===== config.mk =====
export PLATFORM = sky130hd
export DESIGN_NAME = atc_core
export DESIGN_NICKNAME = d
export VERILOG_FILES = /design/src/hw/atc_pkg.sv /design/src/hw/atc_core.sv
export SDC_FILE = /design/constraint.sdc
export NUM_CORES = 1
export LEC_CHECK = 0
export ABC_AREA = 1
export BUFFER_PORTS_ARGS = -buffer_cell sky130_fd_sc_hd__buf_2
export CAP_MARGIN = 20
export CELL_PAD_IN_SITES_DETAIL_PLACEMENT = 1
export CELL_PAD_IN_SITES_GLOBAL_PLACEMENT = 2
export CORE_ASPECT_RATIO = 0.8
export CORE_MARGIN = 2
export CORE_UTILIZATION = 29
export DETAILED_ROUTE_END_ITERATION = 7
export PLACE_DENSITY_LB_ADDON = 0.1
export SLEW_MARGIN = 10
export SYNTH_ARGS = -nofsm -noshare
export SYNTH_HDL_FRONTEND = slang
export SYNTH_SLANG_ARGS = --single-unit

===== constraint.sdc =====
create_clock -name SYS_CLK -period 4.59 [get_ports SYS_CLK]
set_clock_uncertainty 0.15 [all_clocks]
set_input_delay 0 -clock SYS_CLK [delete_from_list [all_inputs] [get_ports SYS_CLK]]
set_output_delay 0 -clock SYS_CLK [all_outputs]
set_load 0.01 [all_outputs]

===== src/hw/atc_pkg.sv =====
package atc_pkg;
  // register byte offsets
  localparam logic [7:0] OFF_CHAN_CTRL_0   = 8'h00;
  localparam logic [7:0] OFF_CHAN_CTRL_1   = 8'h04;
  localparam logic [7:0] OFF_TIMING_CFG_1  = 8'h08;
  localparam logic [7:0] OFF_TIMING_CFG_2  = 8'h0c;
  localparam logic [7:0] OFF_RESULT_0      = 8'h10;
  localparam logic [7:0] OFF_RESULT_1      = 8'h14;
  localparam logic [7:0] OFF_COMPARE_1     = 8'h18;
  localparam logic [7:0] OFF_COMPARE_2     = 8'h1c;
  localparam logic [7:0] OFF_STATUS_CTRL_2 = 8'h20;
  localparam logic [7:0] OFF_IRQ_STATUS    = 8'h24;
  localparam logic [7:0] OFF_IRQ_MASK      = 8'h28;
  localparam logic [7:0] RES_STRIDE        = 8'h04;
  // channel control fields
  localparam int         CH_LSB        = 0;
  localparam int         CH_W          = 5;
  localparam int         CC_SIGNED_BIT = 5;
  localparam int         CC_DONE_BIT   = 7;
  localparam logic [4:0] CH_DISABLED   = 5'h1f;
  // timing config one fields
  localparam int CF1_MODE_LSB  = 2;
  localparam int CF1_LSMP_BIT  = 4;
  // timing config two fields
  localparam int CF2_LSTS_LSB  = 0;
  localparam int CF2_HSC_BIT   = 2;
  // status control two fields
  localparam int SC2_RNG_BIT   = 3;
  localparam int SC2_GT_BIT    = 4;
  localparam int SC2_CFE_BIT   = 5;
  localparam int SC2_TRG_BIT   = 6;
  localparam int SC2_ACT_BIT   = 7;
  // writable masks
  localparam logic [31:0] MASK_CHAN_CTRL = 32'h0000_003f;
  localparam logic [31:0] MASK_CFG_1     = 32'h0000_001c;
  localparam logic [31:0] MASK_CFG_2     = 32'h0000_0007;
  localparam logic [31:0] MASK_SC2       = 32'h0000_0078;
  localparam logic [31:0] MASK_VALUE     = 32'h0000_ffff;
  localparam logic [31:0] MASK_IRQ       = 32'h0000_0003;
  localparam logic [31:0] RESET_CHAN     = 32'h0000_001f;
  // resolution codes
  localparam logic [1:0] MODE_8  = 2'b00;
  localparam logic [1:0] MODE_12 = 2'b01;
  localparam logic [1:0] MODE_10 = 2'b10;
  // cycle counts in conversion clocks
  localparam int SAMPLE_BASE  = 4;
  localparam int EXTRA_LS_00  = 20;
  localparam int EXTRA_LS_01  = 12;
  localparam int EXTRA_LS_10  = 6;
  localparam int EXTRA_LS_11  = 2;
  localparam int EXTRA_HS     = 2;
  localparam int CONV_DEFAULT = 20;
  typedef enum logic [1:0] {
    ATC_IDLE    = 2'b00,
    ATC_SAMPLE  = 2'b01,
    ATC_CONVERT = 2'b11
  } atc_state_t;
endpackage


===== src/hw/atc_core.sv =====
// Implementation choice: strobed register access.
`timescale 1ns/1ps
module atc_core
  import atc_pkg::*;
#(
  parameter int CONV_CYCLES = CONV_DEFAULT
)(
  input  wire logic        SYS_CLK,
  input  wire logic        RESET,
  input  wire logic        CLK_EN,
  input  wire logic [7:0]  ADDR,
  input  wire logic [31:0] WR_DATA,
  input  wire logic        WR_STB,
  input  wire logic        RD_STB,
  output logic      [31:0] RD_DATA,
  input  wire logic        HW_TRIGGER,
  input  wire logic [1:0]  HW_TRIGGER_SELECT,
  input  wire logic [15:0] CONV_DATA,
  output logic             CONV_SAMPLE,
  output logic             CONV_BUSY,
  output logic      [4:0]  CONV_CHANNEL,
  output logic             IRQ
);
  initial begin
    if (CONV_CYCLES < 1 || CONV_CYCLES > 200)
      $error("CONV_CYCLES out of range");
  end

  function automatic logic [15:0] fmt_value(input logic [15:0] v, input logic [1:0] mode,
                                            input logic sgn);
    logic [15:0] r;
    r = v;
    case (mode)
      MODE_12: r = sgn ? {{4{v[11]}}, v[11:0]} : {4'h0, v[11:0]};
      MODE_10: r = sgn ? {{6{v[9]}}, v[9:0]} : {6'h00, v[9:0]};
      default: r = sgn ? {{8{v[7]}}, v[7:0]} : {8'h00, v[7:0]};
    endcase
    return r;
  endfunction

  function automatic logic [5:0] sample_len(input logic ls, input logic [1:0] sel);
    logic [5:0] n;
    n = 6'(SAMPLE_BASE);
    if (ls)
    begin
      case (sel)
        2'b00:   n = 6'(SAMPLE_BASE + EXTRA_LS_00);
        2'b01:   n = 6'(SAMPLE_BASE + EXTRA_LS_01);
        2'b10:   n = 6'(SAMPLE_BASE + EXTRA_LS_10);
        default: n = 6'(SAMPLE_BASE + EXTRA_LS_11);
      endcase
    end
    return n;
  endfunction

  function automatic logic lt16(input logic [15:0] a, input logic [15:0] b, input logic sgn);
    return sgn ? ($signed(a) < $signed(b)) : (a < b);
  endfunction

  // register state
  logic [5:0]  chan_reg [2];
  logic [5:0]  chan_next [2];
  logic [1:0]  done_reg, done_next;
  logic [2:0]  timing_config_one_reg, timing_config_one_next;
  logic [2:0]  timing_config_two_reg_reg, timing_config_two_reg_next;
  logic [15:0] result_reg [2];
  logic [15:0] result_next [2];
  logic [15:0] cv_reg [2];
  logic [15:0] cv_next [2];
  logic [3:0]  sc2_reg, sc2_next;
  logic [1:0]  ists_reg, ists_next;
  logic [1:0]  imask_reg, imask_next;
  logic [31:0] rd_data_reg, rd_data_next;
  logic        irq_reg, irq_next;
  // sequencer state
  atc_state_t  state_reg, state_next;
  logic [7:0]  cnt_reg, cnt_next;
  logic        slot_reg, slot_next;
  logic        hs_reg, hs_next;
  logic        sgn_reg, sgn_next;
  logic [1:0]  mode_reg, mode_next;
  logic        armed_reg, armed_next;
  logic        arm_slot_reg, arm_slot_next;
  // pin synchronisers
  logic [1:0]  trg_s1_reg;
  logic        trg_s2_reg, trg_s3_reg;
  logic [1:0]  sel_s1_reg [2];
  logic [1:0]  sel_s2_reg [2];

  logic        wr_chan0, wr_chan1, trg_hw, sw_start, hw_start, start, abort, finish;
  logic [15:0] res_fmt, cv1_fmt, cv2_fmt, lo_v, hi_v;
  logic        cmp_ok, res_we;
  logic [7:0]  conv_len;

  assign wr_chan0 = WR_STB && ADDR == OFF_CHAN_CTRL_0;
  assign wr_chan1 = WR_STB && ADDR == OFF_CHAN_CTRL_1;
  assign trg_hw   = sc2_reg[SC2_TRG_BIT - SC2_RNG_BIT];
  assign conv_len = 8'(CONV_CYCLES) + (hs_reg ? 8'(EXTRA_HS) : 8'h00);

  always_ff @(posedge SYS_CLK)
  begin
    if (RESET)
    begin
      trg_s1_reg    <= 2'h0;
      trg_s2_reg    <= 1'b0;
      trg_s3_reg    <= 1'b0;
      sel_s1_reg[0] <= 2'h0;
      sel_s1_reg[1] <= 2'h0;
      sel_s2_reg[0] <= 2'h0;
      sel_s2_reg[1] <= 2'h0;
    end
    else if (CLK_EN)
    begin
      trg_s1_reg    <= {trg_s1_reg[0], HW_TRIGGER};
      trg_s2_reg    <= trg_s1_reg[1];
      trg_s3_reg    <= trg_s2_reg;
      sel_s1_reg[0] <= HW_TRIGGER_SELECT;
      sel_s1_reg[1] <= sel_s1_reg[0];
      sel_s2_reg[0] <= sel_s1_reg[1];
      sel_s2_reg[1] <= sel_s2_reg[0];
    end
  end

  // trigger start: software by first channel write, hardware by edge after select pulse
  assign sw_start = !trg_hw && wr_chan0 && WR_DATA[CH_W-1:0] != CH_DISABLED;
  assign hw_start = trg_hw && armed_reg && trg_s2_reg && !trg_s3_reg
                    && chan_reg[arm_slot_reg][CH_W-1:0] != CH_DISABLED;
  assign abort    = state_reg != ATC_IDLE &&
                    ((wr_chan0 && !sw_start) || (wr_chan0 && sw_start) ||
                     (WR_STB && ADDR == OFF_STATUS_CTRL_2));
  assign start    = sw_start || (hw_start && state_reg == ATC_IDLE);
  assign finish   = state_reg == ATC_CONVERT && cnt_reg == 8'h00 && !abort;

  // compare: result and values share format, only active mode bits count
  assign res_fmt = fmt_value(CONV_DATA, mode_reg, sgn_reg);
  assign cv1_fmt = fmt_value(cv_reg[0], mode_reg, sgn_reg);
  assign cv2_fmt = fmt_value(cv_reg[1], mode_reg, sgn_reg);
  assign lo_v    = lt16(cv2_fmt, cv1_fmt, sgn_reg) ? cv2_fmt : cv1_fmt;
  assign hi_v    = lt16(cv2_fmt, cv1_fmt, sgn_reg) ? cv1_fmt : cv2_fmt;

  always_comb
  begin
    cmp_ok = 1'b1;
    if (sc2_reg[SC2_CFE_BIT - SC2_RNG_BIT])
    begin
      if (!sc2_reg[0])
        cmp_ok = sc2_reg[SC2_GT_BIT - SC2_RNG_BIT] ? !lt16(res_fmt, cv1_fmt, sgn_reg)
                                                   : lt16(res_fmt, cv1_fmt, sgn_reg);
      else if (sc2_reg[SC2_GT_BIT - SC2_RNG_BIT])
        cmp_ok = !lt16(res_fmt, lo_v, sgn_reg) && !lt16(hi_v, res_fmt, sgn_reg);
      else
        cmp_ok = lt16(res_fmt, lo_v, sgn_reg) || lt16(hi_v, res_fmt, sgn_reg);
    end
  end
  assign res_we = finish && cmp_ok;

  always_comb
  begin
    state_next    = state_reg;
    cnt_next      = cnt_reg;
    slot_next     = slot_reg;
    hs_next       = hs_reg;
    sgn_next      = sgn_reg;
    mode_next     = mode_reg;
    armed_next    = armed_reg;
    arm_slot_next = arm_slot_reg;
    if (sel_s2_reg[1][0] || sel_s2_reg[1][1])
    begin
      armed_next    = 1'b1;
      arm_slot_next = sel_s2_reg[1][1];
    end
    if (start)
    begin
      state_next = ATC_SAMPLE;
      slot_next  = sw_start ? 1'b0 : arm_slot_reg;
      hs_next    = timing_config_two_reg_reg[CF2_HSC_BIT];
      mode_next  = timing_config_one_reg[CF1_MODE_LSB-2 +: 2];
      sgn_next   = sw_start ? WR_DATA[CC_SIGNED_BIT] : chan_reg[arm_slot_reg][CC_SIGNED_BIT];
      cnt_next   = {2'b00, sample_len(timing_config_one_reg[CF1_LSMP_BIT-2],
                                      timing_config_two_reg_reg[CF2_LSTS_LSB +: 2])} - 8'h01;
      if (hw_start)
        armed_next = 1'b0;
    end
    else if (abort)
      state_next = ATC_IDLE;
    else
    begin
      case (state_reg)
        ATC_SAMPLE:
        begin
          if (cnt_reg == 8'h00)
          begin
            state_next = ATC_CONVERT;
            cnt_next   = conv_len - 8'h01;
          end
          else
            cnt_next = cnt_reg - 8'h01;
        end
        ATC_CONVERT:
        begin
          if (cnt_reg == 8'h00)
            state_next = ATC_IDLE;
          else
            cnt_next = cnt_reg - 8'h01;
        end
        default: state_next = ATC_IDLE;
      endcase
    end
  end

  always_comb
  begin
    chan_next    = chan_reg;
    done_next    = done_reg;
    timing_config_one_next    = timing_config_one_reg;
    timing_config_two_reg_next    = timing_config_two_reg_reg;
    result_next  = result_reg;
    cv_next      = cv_reg;
    sc2_next     = sc2_reg;
    imask_next   = imask_reg;
    ists_next    = ists_reg;
    rd_data_next = 32'h0000_0000;
    if (WR_STB)
    begin
      // reserved bits masked, result addresses have no write path
      case (ADDR)
        OFF_CHAN_CTRL_0:   chan_next[0] = WR_DATA[5:0] & MASK_CHAN_CTRL[5:0];
        OFF_CHAN_CTRL_1:   chan_next[1] = WR_DATA[5:0] & MASK_CHAN_CTRL[5:0];
        OFF_TIMING_CFG_1:  timing_config_one_next = WR_DATA[4:2] & MASK_CFG_1[4:2];
        OFF_TIMING_CFG_2:  timing_config_two_reg_next = WR_DATA[2:0] & MASK_CFG_2[2:0];
        OFF_COMPARE_1:     cv_next[0] = WR_DATA[15:0] & MASK_VALUE[15:0];
        OFF_COMPARE_2:     cv_next[1] = WR_DATA[15:0] & MASK_VALUE[15:0];
        OFF_STATUS_CTRL_2: sc2_next = WR_DATA[6:3] & MASK_SC2[6:3];
        OFF_IRQ_STATUS:    ists_next = ists_reg & ~(WR_DATA[1:0] & MASK_IRQ[1:0]);
        OFF_IRQ_MASK:      imask_next = WR_DATA[1:0] & MASK_IRQ[1:0];
        default:           ;
      endcase
    end
    if (wr_chan0)
      done_next[0] = 1'b0;
    if (wr_chan1)
      done_next[1] = 1'b0;
    if (res_we)
    begin
      result_next[slot_reg] = res_fmt;
      done_next[slot_reg]   = 1'b1;
      ists_next[slot_reg]   = 1'b1;
    end
    if (RD_STB)
    begin
      case (ADDR)
        OFF_CHAN_CTRL_0:   rd_data_next = {24'h0, done_reg[0], 1'b0, chan_reg[0]};
        OFF_CHAN_CTRL_1:   rd_data_next = {24'h0, done_reg[1], 1'b0, chan_reg[1]};
        OFF_TIMING_CFG_1:  rd_data_next = {27'h0, timing_config_one_reg, 2'b00};
        OFF_TIMING_CFG_2:  rd_data_next = {29'h0, timing_config_two_reg_reg};
        OFF_RESULT_0:      rd_data_next = {16'h0, result_reg[0]};
        OFF_RESULT_0 + RES_STRIDE:
                           rd_data_next = {16'h0, result_reg[1]};
        OFF_COMPARE_1:     rd_data_next = {16'h0, cv_reg[0]};
        OFF_COMPARE_1 + RES_STRIDE:
                           rd_data_next = {16'h0, cv_reg[1]};
        OFF_STATUS_CTRL_2: rd_data_next = {24'h0, state_reg != ATC_IDLE,
                                           sc2_reg, 3'b000};
        OFF_IRQ_STATUS:    rd_data_next = {30'h0, ists_reg};
        OFF_IRQ_MASK:      rd_data_next = {30'h0, imask_reg};
        default:           rd_data_next = 32'h0000_0000;
      endcase
    end
    irq_next = |(ists_next & imask_next);
  end

  always_ff @(posedge SYS_CLK)
  begin
    if (RESET)
    begin
      chan_reg[0]   <= RESET_CHAN[5:0];
      chan_reg[1]   <= RESET_CHAN[5:0];
      done_reg      <= 2'h0;
      timing_config_one_reg      <= 3'h0;
      timing_config_two_reg_reg      <= 3'h0;
      result_reg[0] <= 16'h0000;
      result_reg[1] <= 16'h0000;
      cv_reg[0]     <= 16'h0000;
      cv_reg[1]     <= 16'h0000;
      sc2_reg       <= 4'h0;
      ists_reg      <= 2'h0;
      imask_reg     <= 2'h0;
      rd_data_reg   <= 32'h0000_0000;
      irq_reg       <= 1'b0;
      state_reg     <= ATC_IDLE;
      cnt_reg       <= 8'h00;
      slot_reg      <= 1'b0;
      hs_reg        <= 1'b0;
      sgn_reg       <= 1'b0;
      mode_reg      <= MODE_8;
      armed_reg     <= 1'b0;
      arm_slot_reg  <= 1'b0;
    end
    else if (CLK_EN)
    begin
      chan_reg      <= chan_next;
      done_reg      <= done_next;
      timing_config_one_reg      <= timing_config_one_next;
      timing_config_two_reg_reg      <= timing_config_two_reg_next;
      result_reg    <= result_next;
      cv_reg        <= cv_next;
      sc2_reg       <= sc2_next;
      ists_reg      <= ists_next;
      imask_reg     <= imask_next;
      rd_data_reg   <= rd_data_next;
      irq_reg       <= irq_next;
      state_reg     <= state_next;
      cnt_reg       <= cnt_next;
      slot_reg      <= slot_next;
      hs_reg        <= hs_next;
      sgn_reg       <= sgn_next;
      mode_reg      <= mode_next;
      armed_reg     <= armed_next;
      arm_slot_reg  <= arm_slot_next;
    end
  end

  // converter-facing outputs follow the registered sequencer
  logic       samp_reg, busy_reg;
  logic [4:0] chsel_reg;
  always_ff @(posedge SYS_CLK)
  begin
    if (RESET)
    begin
      samp_reg  <= 1'b0;
      busy_reg  <= 1'b0;
      chsel_reg <= CH_DISABLED;
    end
    else if (CLK_EN)
    begin
      samp_reg  <= state_next == ATC_SAMPLE;
      busy_reg  <= state_next != ATC_IDLE;
      chsel_reg <= start ? (sw_start ? WR_DATA[4:0] : chan_reg[arm_slot_reg][4:0])
                         : chsel_reg;
    end
  end

  assign RD_DATA      = rd_data_reg;
  assign IRQ          = irq_reg;
  assign CONV_SAMPLE  = samp_reg;
  assign CONV_BUSY    = busy_reg;
  assign CONV_CHANNEL = chsel_reg;

  // helper: cycles spent in current phase
  logic [7:0] phase_cnt;
  logic [5:0] exp_sample;
  always_ff @(posedge SYS_CLK)
  begin
    if (RESET)
      phase_cnt <= 8'h00;
    else if (CLK_EN)
      phase_cnt <= (state_next != state_reg || start) ? 8'h00 : phase_cnt + 8'h01;
  end
  always_ff @(posedge SYS_CLK)
  begin
    if (RESET)
      exp_sample <= 6'h00;
    else if (CLK_EN && start)
      exp_sample <= !timing_config_one_reg[CF1_LSMP_BIT-2] ? 6'd4 :
                    timing_config_two_reg_reg[1:0] == 2'b00 ? 6'd24 : timing_config_two_reg_reg[1:0] == 2'b01 ? 6'd16 :
                    timing_config_two_reg_reg[1:0] == 2'b10 ? 6'd10 : 6'd6;
  end
endmodule // atc_core


[After elaboration in Yosys (flattened, before gate mapping)]
Memory sizes are Yosys's and may differ from the RTL's.
Cells that the tools add are included.
Word-level totals
  input bits: 64
  logic and storage cells: 198
  flip-flop bits (word level): 153
  output and inout port bits: 40
  memories: 2
  latch bits: 0
  memory bits (read-only): 0
  bits in writable memories: 8
Operators by class
  add/subtract/negate cells: 4
  bitwise gates (word level): 11
  multipliers: 0
  shift-type cells: 0
  mux-type cells: 69
  reduce and logical (&&, ||, !) cells: 50
  div/mod/pow operators: 0
  order comparisons: 13
  eq/ne operators: 21
Memory list
  sel_s1_reg: depth 2, width 2, read ports 2, clocked after memory_dff 0, write ports 2, line atc_core.sv:87  | logic [1:0] sel_s1_reg [2];
  sel_s2_reg: depth 2, width 2, read ports 2, clocked after memory_dff 0, write ports 2, line atc_core.sv:88  | logic [1:0] sel_s2_reg [2];
Operators by type and width (number)
  $mux 16: 13
  $pmux 16 s11: 1
  $lt 16x16->1: 8
  $pmux 16 s2: 3
  $bwmux 32: 1
  $eq 8x5->1 const B: 4
  $mux 8: 4
  $mux 2: 15
  $eq 8x6->1 const B: 3
  $mux 6: 4
  $mux 1: 21
  $reduce_and 3->1: 7
  $logic_and 1x1->1: 19
  $demux 16 s1: 1
  $eq 8x4->1 const B: 2
  $logic_not 8->1: 2
  $pmux 8 s2: 1
  $pmux 5 s3: 1
  $sub 6x1->7 const B: 2
  $mux 5: 2
  $ne 5x5->1 const B: 2
  $eq 2x1->1 const B: 4
  $eq 8x3->1 const B: 1
  $sub 8x1->8 const B: 1
  other kinds (23): 46

[Logic depth before layout (Yosys ltp)]
  word-level depth: 16
  depth in mapped cells: 38
  gate-level depth less buffers: 35

[Worst setup path before layout]
Ideal clock, no wire load.
  kind: reg-to-reg
  from: reg mode_reg[0]
  to: reg result_reg[10] (netlist bit)
  setup time: 0.113 ns
  cell stages (with the launch flop): 35
  required time: 4.327 ns
  data arrival time: 4.211 ns
  slack: 0.116 ns
  cell sequence: dfxtp_1 > inv_1 > ha_1 > inv_1 > clkbuf_1 > nand3_1 > nand2_1 > inv_1 > nand2_1 > inv_1 > ha_1 > nor2_1 > or2_0 > a21oi_2 > nand2_2 > nand2_4 > clkbuf_1 > nand2_1 > o21ai_0 > ha_1 > a21oi_1 > nor2_1 > a211oi_1 > nand2_1 > nand2_1 > nand2_1 > nand2_1 > nand2_1 > nand2_1 > nand3_1 > nand3_4 > nand4_4 > buf_4 > nor2_1 > nor2_1
Between the ends
  longest elaborated chain between the ends: 14
  elaborated cells on any way between the ends: 31
RTL lines
  from (decl): line atc_core.sv:81  | logic [1:0] mode_reg, mode_next;
  from (signal assigned): line atc_core.sv:317  | mode_reg <= mode_next;
  $eq 2x2->1 / $eq 2x1->1 (equally long branches): line atc_core.sv:33  | case (mode)
  $pmux 16 s2: line atc_core.sv:33
  $lt 16x16->1: line atc_core.sv:57  | return sgn ? ($signed(a) < $signed(b)) : (a < b);
  $mux 1: line atc_core.sv:57
  $mux 16, on equally long branches: line atc_core.sv:138, atc_core.sv:139
  $lt 16x16->1: line atc_core.sv:57
  $mux 1: line atc_core.sv:57
  $logic_not 1->1: line atc_core.sv:150  | cmp_ok = !lt16(res_fmt, lo_v, sgn_reg) && !lt16(hi_v, res_fmt, sgn_reg);
  $logic_and 1x1->1: line atc_core.sv:150
  $mux 1: line atc_core.sv:149  | else if (sc2_reg[SC2_GT_BIT - SC2_RNG_BIT])
  $mux 1: line atc_core.sv:146  | if (!sc2_reg[0])
  $mux 1: line atc_core.sv:144  | if (sc2_reg[SC2_CFE_BIT - SC2_RNG_BIT])
  $logic_and 1x1->1: line atc_core.sv:155  | assign res_we = finish && cmp_ok;
  $reduce_and 2->1 (no source line)
  to (signal assigned): line atc_core.sv:305  | result_reg <= result_next;
  to (decl): line atc_core.sv:66  | logic [15:0] result_reg [2];
Parallel ways exist; a longest one is shown, timed or not.
A chain may end at the register's enable or synchronous reset.

[Worst setup path after layout]
  from: reg mode_reg[1]
  to: reg result_reg[5] (netlist bit)
The elaborated chain is that of the path after synthesis.

==> impl_metrics.toml <==
[synth]
synth-seq-cells = 139
yosysSeqAreaShare_pct = 36.2
async_flop_share_pct = 0
synth.largest_area_cell = "dfxtp_1"
synth_cells = 1128
synth.avg_cell_area_um2 = 7.01
synth_area_leaders = "dfxtp_1 33%, nand2_1 11%, ha_1 8.2%"
synth_top_area_share_pct = 33.2
syn_area_um2 = 7910
ys_types = 46
synth_edf_count = 8
yosys_warnings = 0
ys.flop_type = "dfxtp_1"

[global_routing]
grt_remaining_overflow = 0
grt_pass1_vias = 7700
grt_start_max_net_pins = 44
grt_pass1_wl_um = 46100
grt_use_total_pct = 21.5
antenna_found_initial = 0

[cells_and_area]
final_util_pct = 39.5
largest_reg_flops = 32
postLayoutCellArea_um2 = 10700
drive_gt1_share_pct = 23.0
fillers = 3362
num_antenna_cells = 0
syn_to_final_growth_pct = 35.0
fin_nets = 1405
fin_cells = 1666

[worst_setup_path]
slowest_stage = "a221o_1"
reg2regPathDepth = 29
slowest_delay_ns = 0.37
arrival_ns = 4.78
crit_path_start_kind = "flop"
cpMostUsedCell = "buf_4"
path_max_fanout = 7
r2r-start = "mode_reg[1]$_SDFFE_PP0P_"
r2r_slack_ns = -0.02
endpoint_kind = "flop"
required_ns = 4.76
crit_type = "flop to flop"
regToRegEndpoint = "result_reg[5]$_SDFFE_PP0P_"

[clock_tree]
cts_root_buf = "clkbuf_16"
clockBufferDepth = 2
cts.htree.levels = 4
clk_latency_ns = 0.44
cts_tree = "built"
cts_sinks = 139
cts-buffers-inserted = 17
clk_pin_slew_ns = 0.06

[min_path]
worstHoldPathType = "input pin to flop"
hold_end = "state_reg[1]$_SDFFE_PP0P_"
hp-start = "ADDR[6]"
hold-path-cell-count = 6

[detailed_routing]
viasPerCell = 4.82
avgRoutedWirePerCell_um = 18.6
drc_errors = 0
dr.pass1.iters = 4
vias = 8028
wirelength_um = 31100
drt-initial-drc-count = 401
antenna_left = 0

[place]
hpwl_um = 22500
place_congestion = 0.800
place_inst = 1572
place_area_um2 = 8910
io_buffers = 67

[sta]
hold_viol = 0
grt_setup_unrepaired = "yes"
holdWs_ns = 0.0647
drv_slew = 0
fmax_mhz = 217
max_slew_margin_pct = 34.4
setup_viol = 4
postLayoutSetupSlackWorst_ns = -0.0191
fin_crit_sh_pct = 100
period_needed_ns = 4.61
tightest_slew_ns = 0.982

[outcome]
violations = "negative setup slack"
status = "finished with violations"

[power]
totalPowerFinal_mw = 3.00
cellPowerDensity_nw_per_um2 = 281
p_leak_nw = 4.68
vdd_drop_max_mv = 0.263

[die]
fp.dieW_um = 189
start_util_pct = 29.3
num_rows = 54
die_y_um = 152
core_area_um2 = 27000
pin_count = 104
dieArea_um2 = 28600

[job]
cap_viol_max_count = 0
==> critical path: cells and delay by family (launching register included) <==
family,cells,cell delay [ns]
AND/OR/NAND/NOR,7,0.66
adder cells (fa/ha/maj),2,0.56
flip-flops,1,0.36
buffers and inverters,15,1.89
AO/OA/AOI/OAI,5,0.87
==> worst max-delay path by stage <==
stage,cells past startpoint,startpoint,end
global placement,35,mode_reg[0]$_SDFFE_PP0P_,result_reg[22]$_SDFFE_PP0P_
detailed placement,35,mode_reg[0]$_SDFFE_PP0P_,result_reg[25]$_SDFFE_PP0P_
global route,33,mode_reg[1]$_SDFFE_PP0P_,result_reg[4]$_SDFFE_PP0P_
CTS,34,mode_reg[0]$_SDFFE_PP0P_,result_reg[17]$_SDFFE_PP0P_
finish,29,mode_reg[1]$_SDFFE_PP0P_,result_reg[5]$_SDFFE_PP0P_
floorplan,34,mode_reg[0]$_SDFFE_PP0P_,result_reg[10]$_SDFFE_PP0P_
==> cells by family after synthesis <==
| family | after synthesis | synth area share, % |
|---|---|---|
| fa+ha+maj | 52 | 8.23 |
| simple gates | 423 | 22.3 |
| flops | 139 | 36.2 |
| buf+inv | 227 | 12.0 |
| other cells | 1 | 0.0474 |
| xor+xnor | 4 | 0.443 |
| compound gates | 282 | 20.7 |
==> placed cells by master, fill, tap and decap left out, drive strengths merged, types with 6 or more instances in the layout <==
cell type    count
a221oi          16
o22ai           21
dfxtp          131
clkbuf          24
conb            16
a31oi            8
nand3           39
a22o             6
o211ai          18
ha              52
buf            147
nand2          236
inv            169
edfxtp           8
a21oi           87
o21ai          108
a211oi           7
nor2           119
dlygate4sd3     33
nor3            13
==> power by group <==
part	switching, mW	leakage, nW	total [mW]	internal, mW
Sequential	0.00515	1.15	1.23	1.22
Combinational	0.131	3.23	0.212	0.0811
Clock	0.565	0.309	1.56	0.992
==> per-stage QoR <==
stage               setup TNS [ns]  worst slack (ns)
floorplan                        0             0.116
global placement             -4.25            -0.174
detailed placement           -5.65            -0.215
CTS                              0           0.00332
global route                 -6.24            -0.269
finish                     -0.0265           -0.0191
==> metal layers <==
layer	vias to the layer above	part of all wire (%)	GRT usage (%)
li1	4047	-	-
met3	17	4.5	5.04
met5	-	0	0
met4	0	0.82	3.75
met1	3822	53	31.5
met2	142	41	32.2
==> timing repair <==
| action | CTS | global route |
|---|---|---|
| pin swaps | 13 | 51 |
| resized for setup | 33 | 113 |
| endpoints found under the hold margin | 97 | 0 |
| gates cloned | 3 | 4 |
| hold buffers | 33 | 0 |
| buffers inserted | 15 | 9 |
| endpoints found under the setup margin | 31 | 31 |
==> synthesized netlist by cell type (18+ instances only) <==
cell        n
a21oi_1    86
o21ai_0    98
nand2_1   234
buf_4      18
ha_1       52
nor2_1    117
o211ai_1   18
nand3_1    38
o22ai_1    21
dfxtp_1   131
clkbuf_1   32
inv_1     161
==> area by class of cell <==
type | instances | area [um^2] | share of cell area [%]
Sequential cell | 139 | 2870 | 26.9
Timing Repair Buffer | 183 | 1490 | 14.0
Clock buffer | 21 | 460 | 4.31
Inverter | 171 | 656 | 6.14
Multi-Input combinational cell | 777 | 4550 | 42.6
Clock inverter | 11 | 191 | 1.79
Tap cell | 364 | 455 | 4.27
Note: power is estimated with default switching activity, not from simulation.
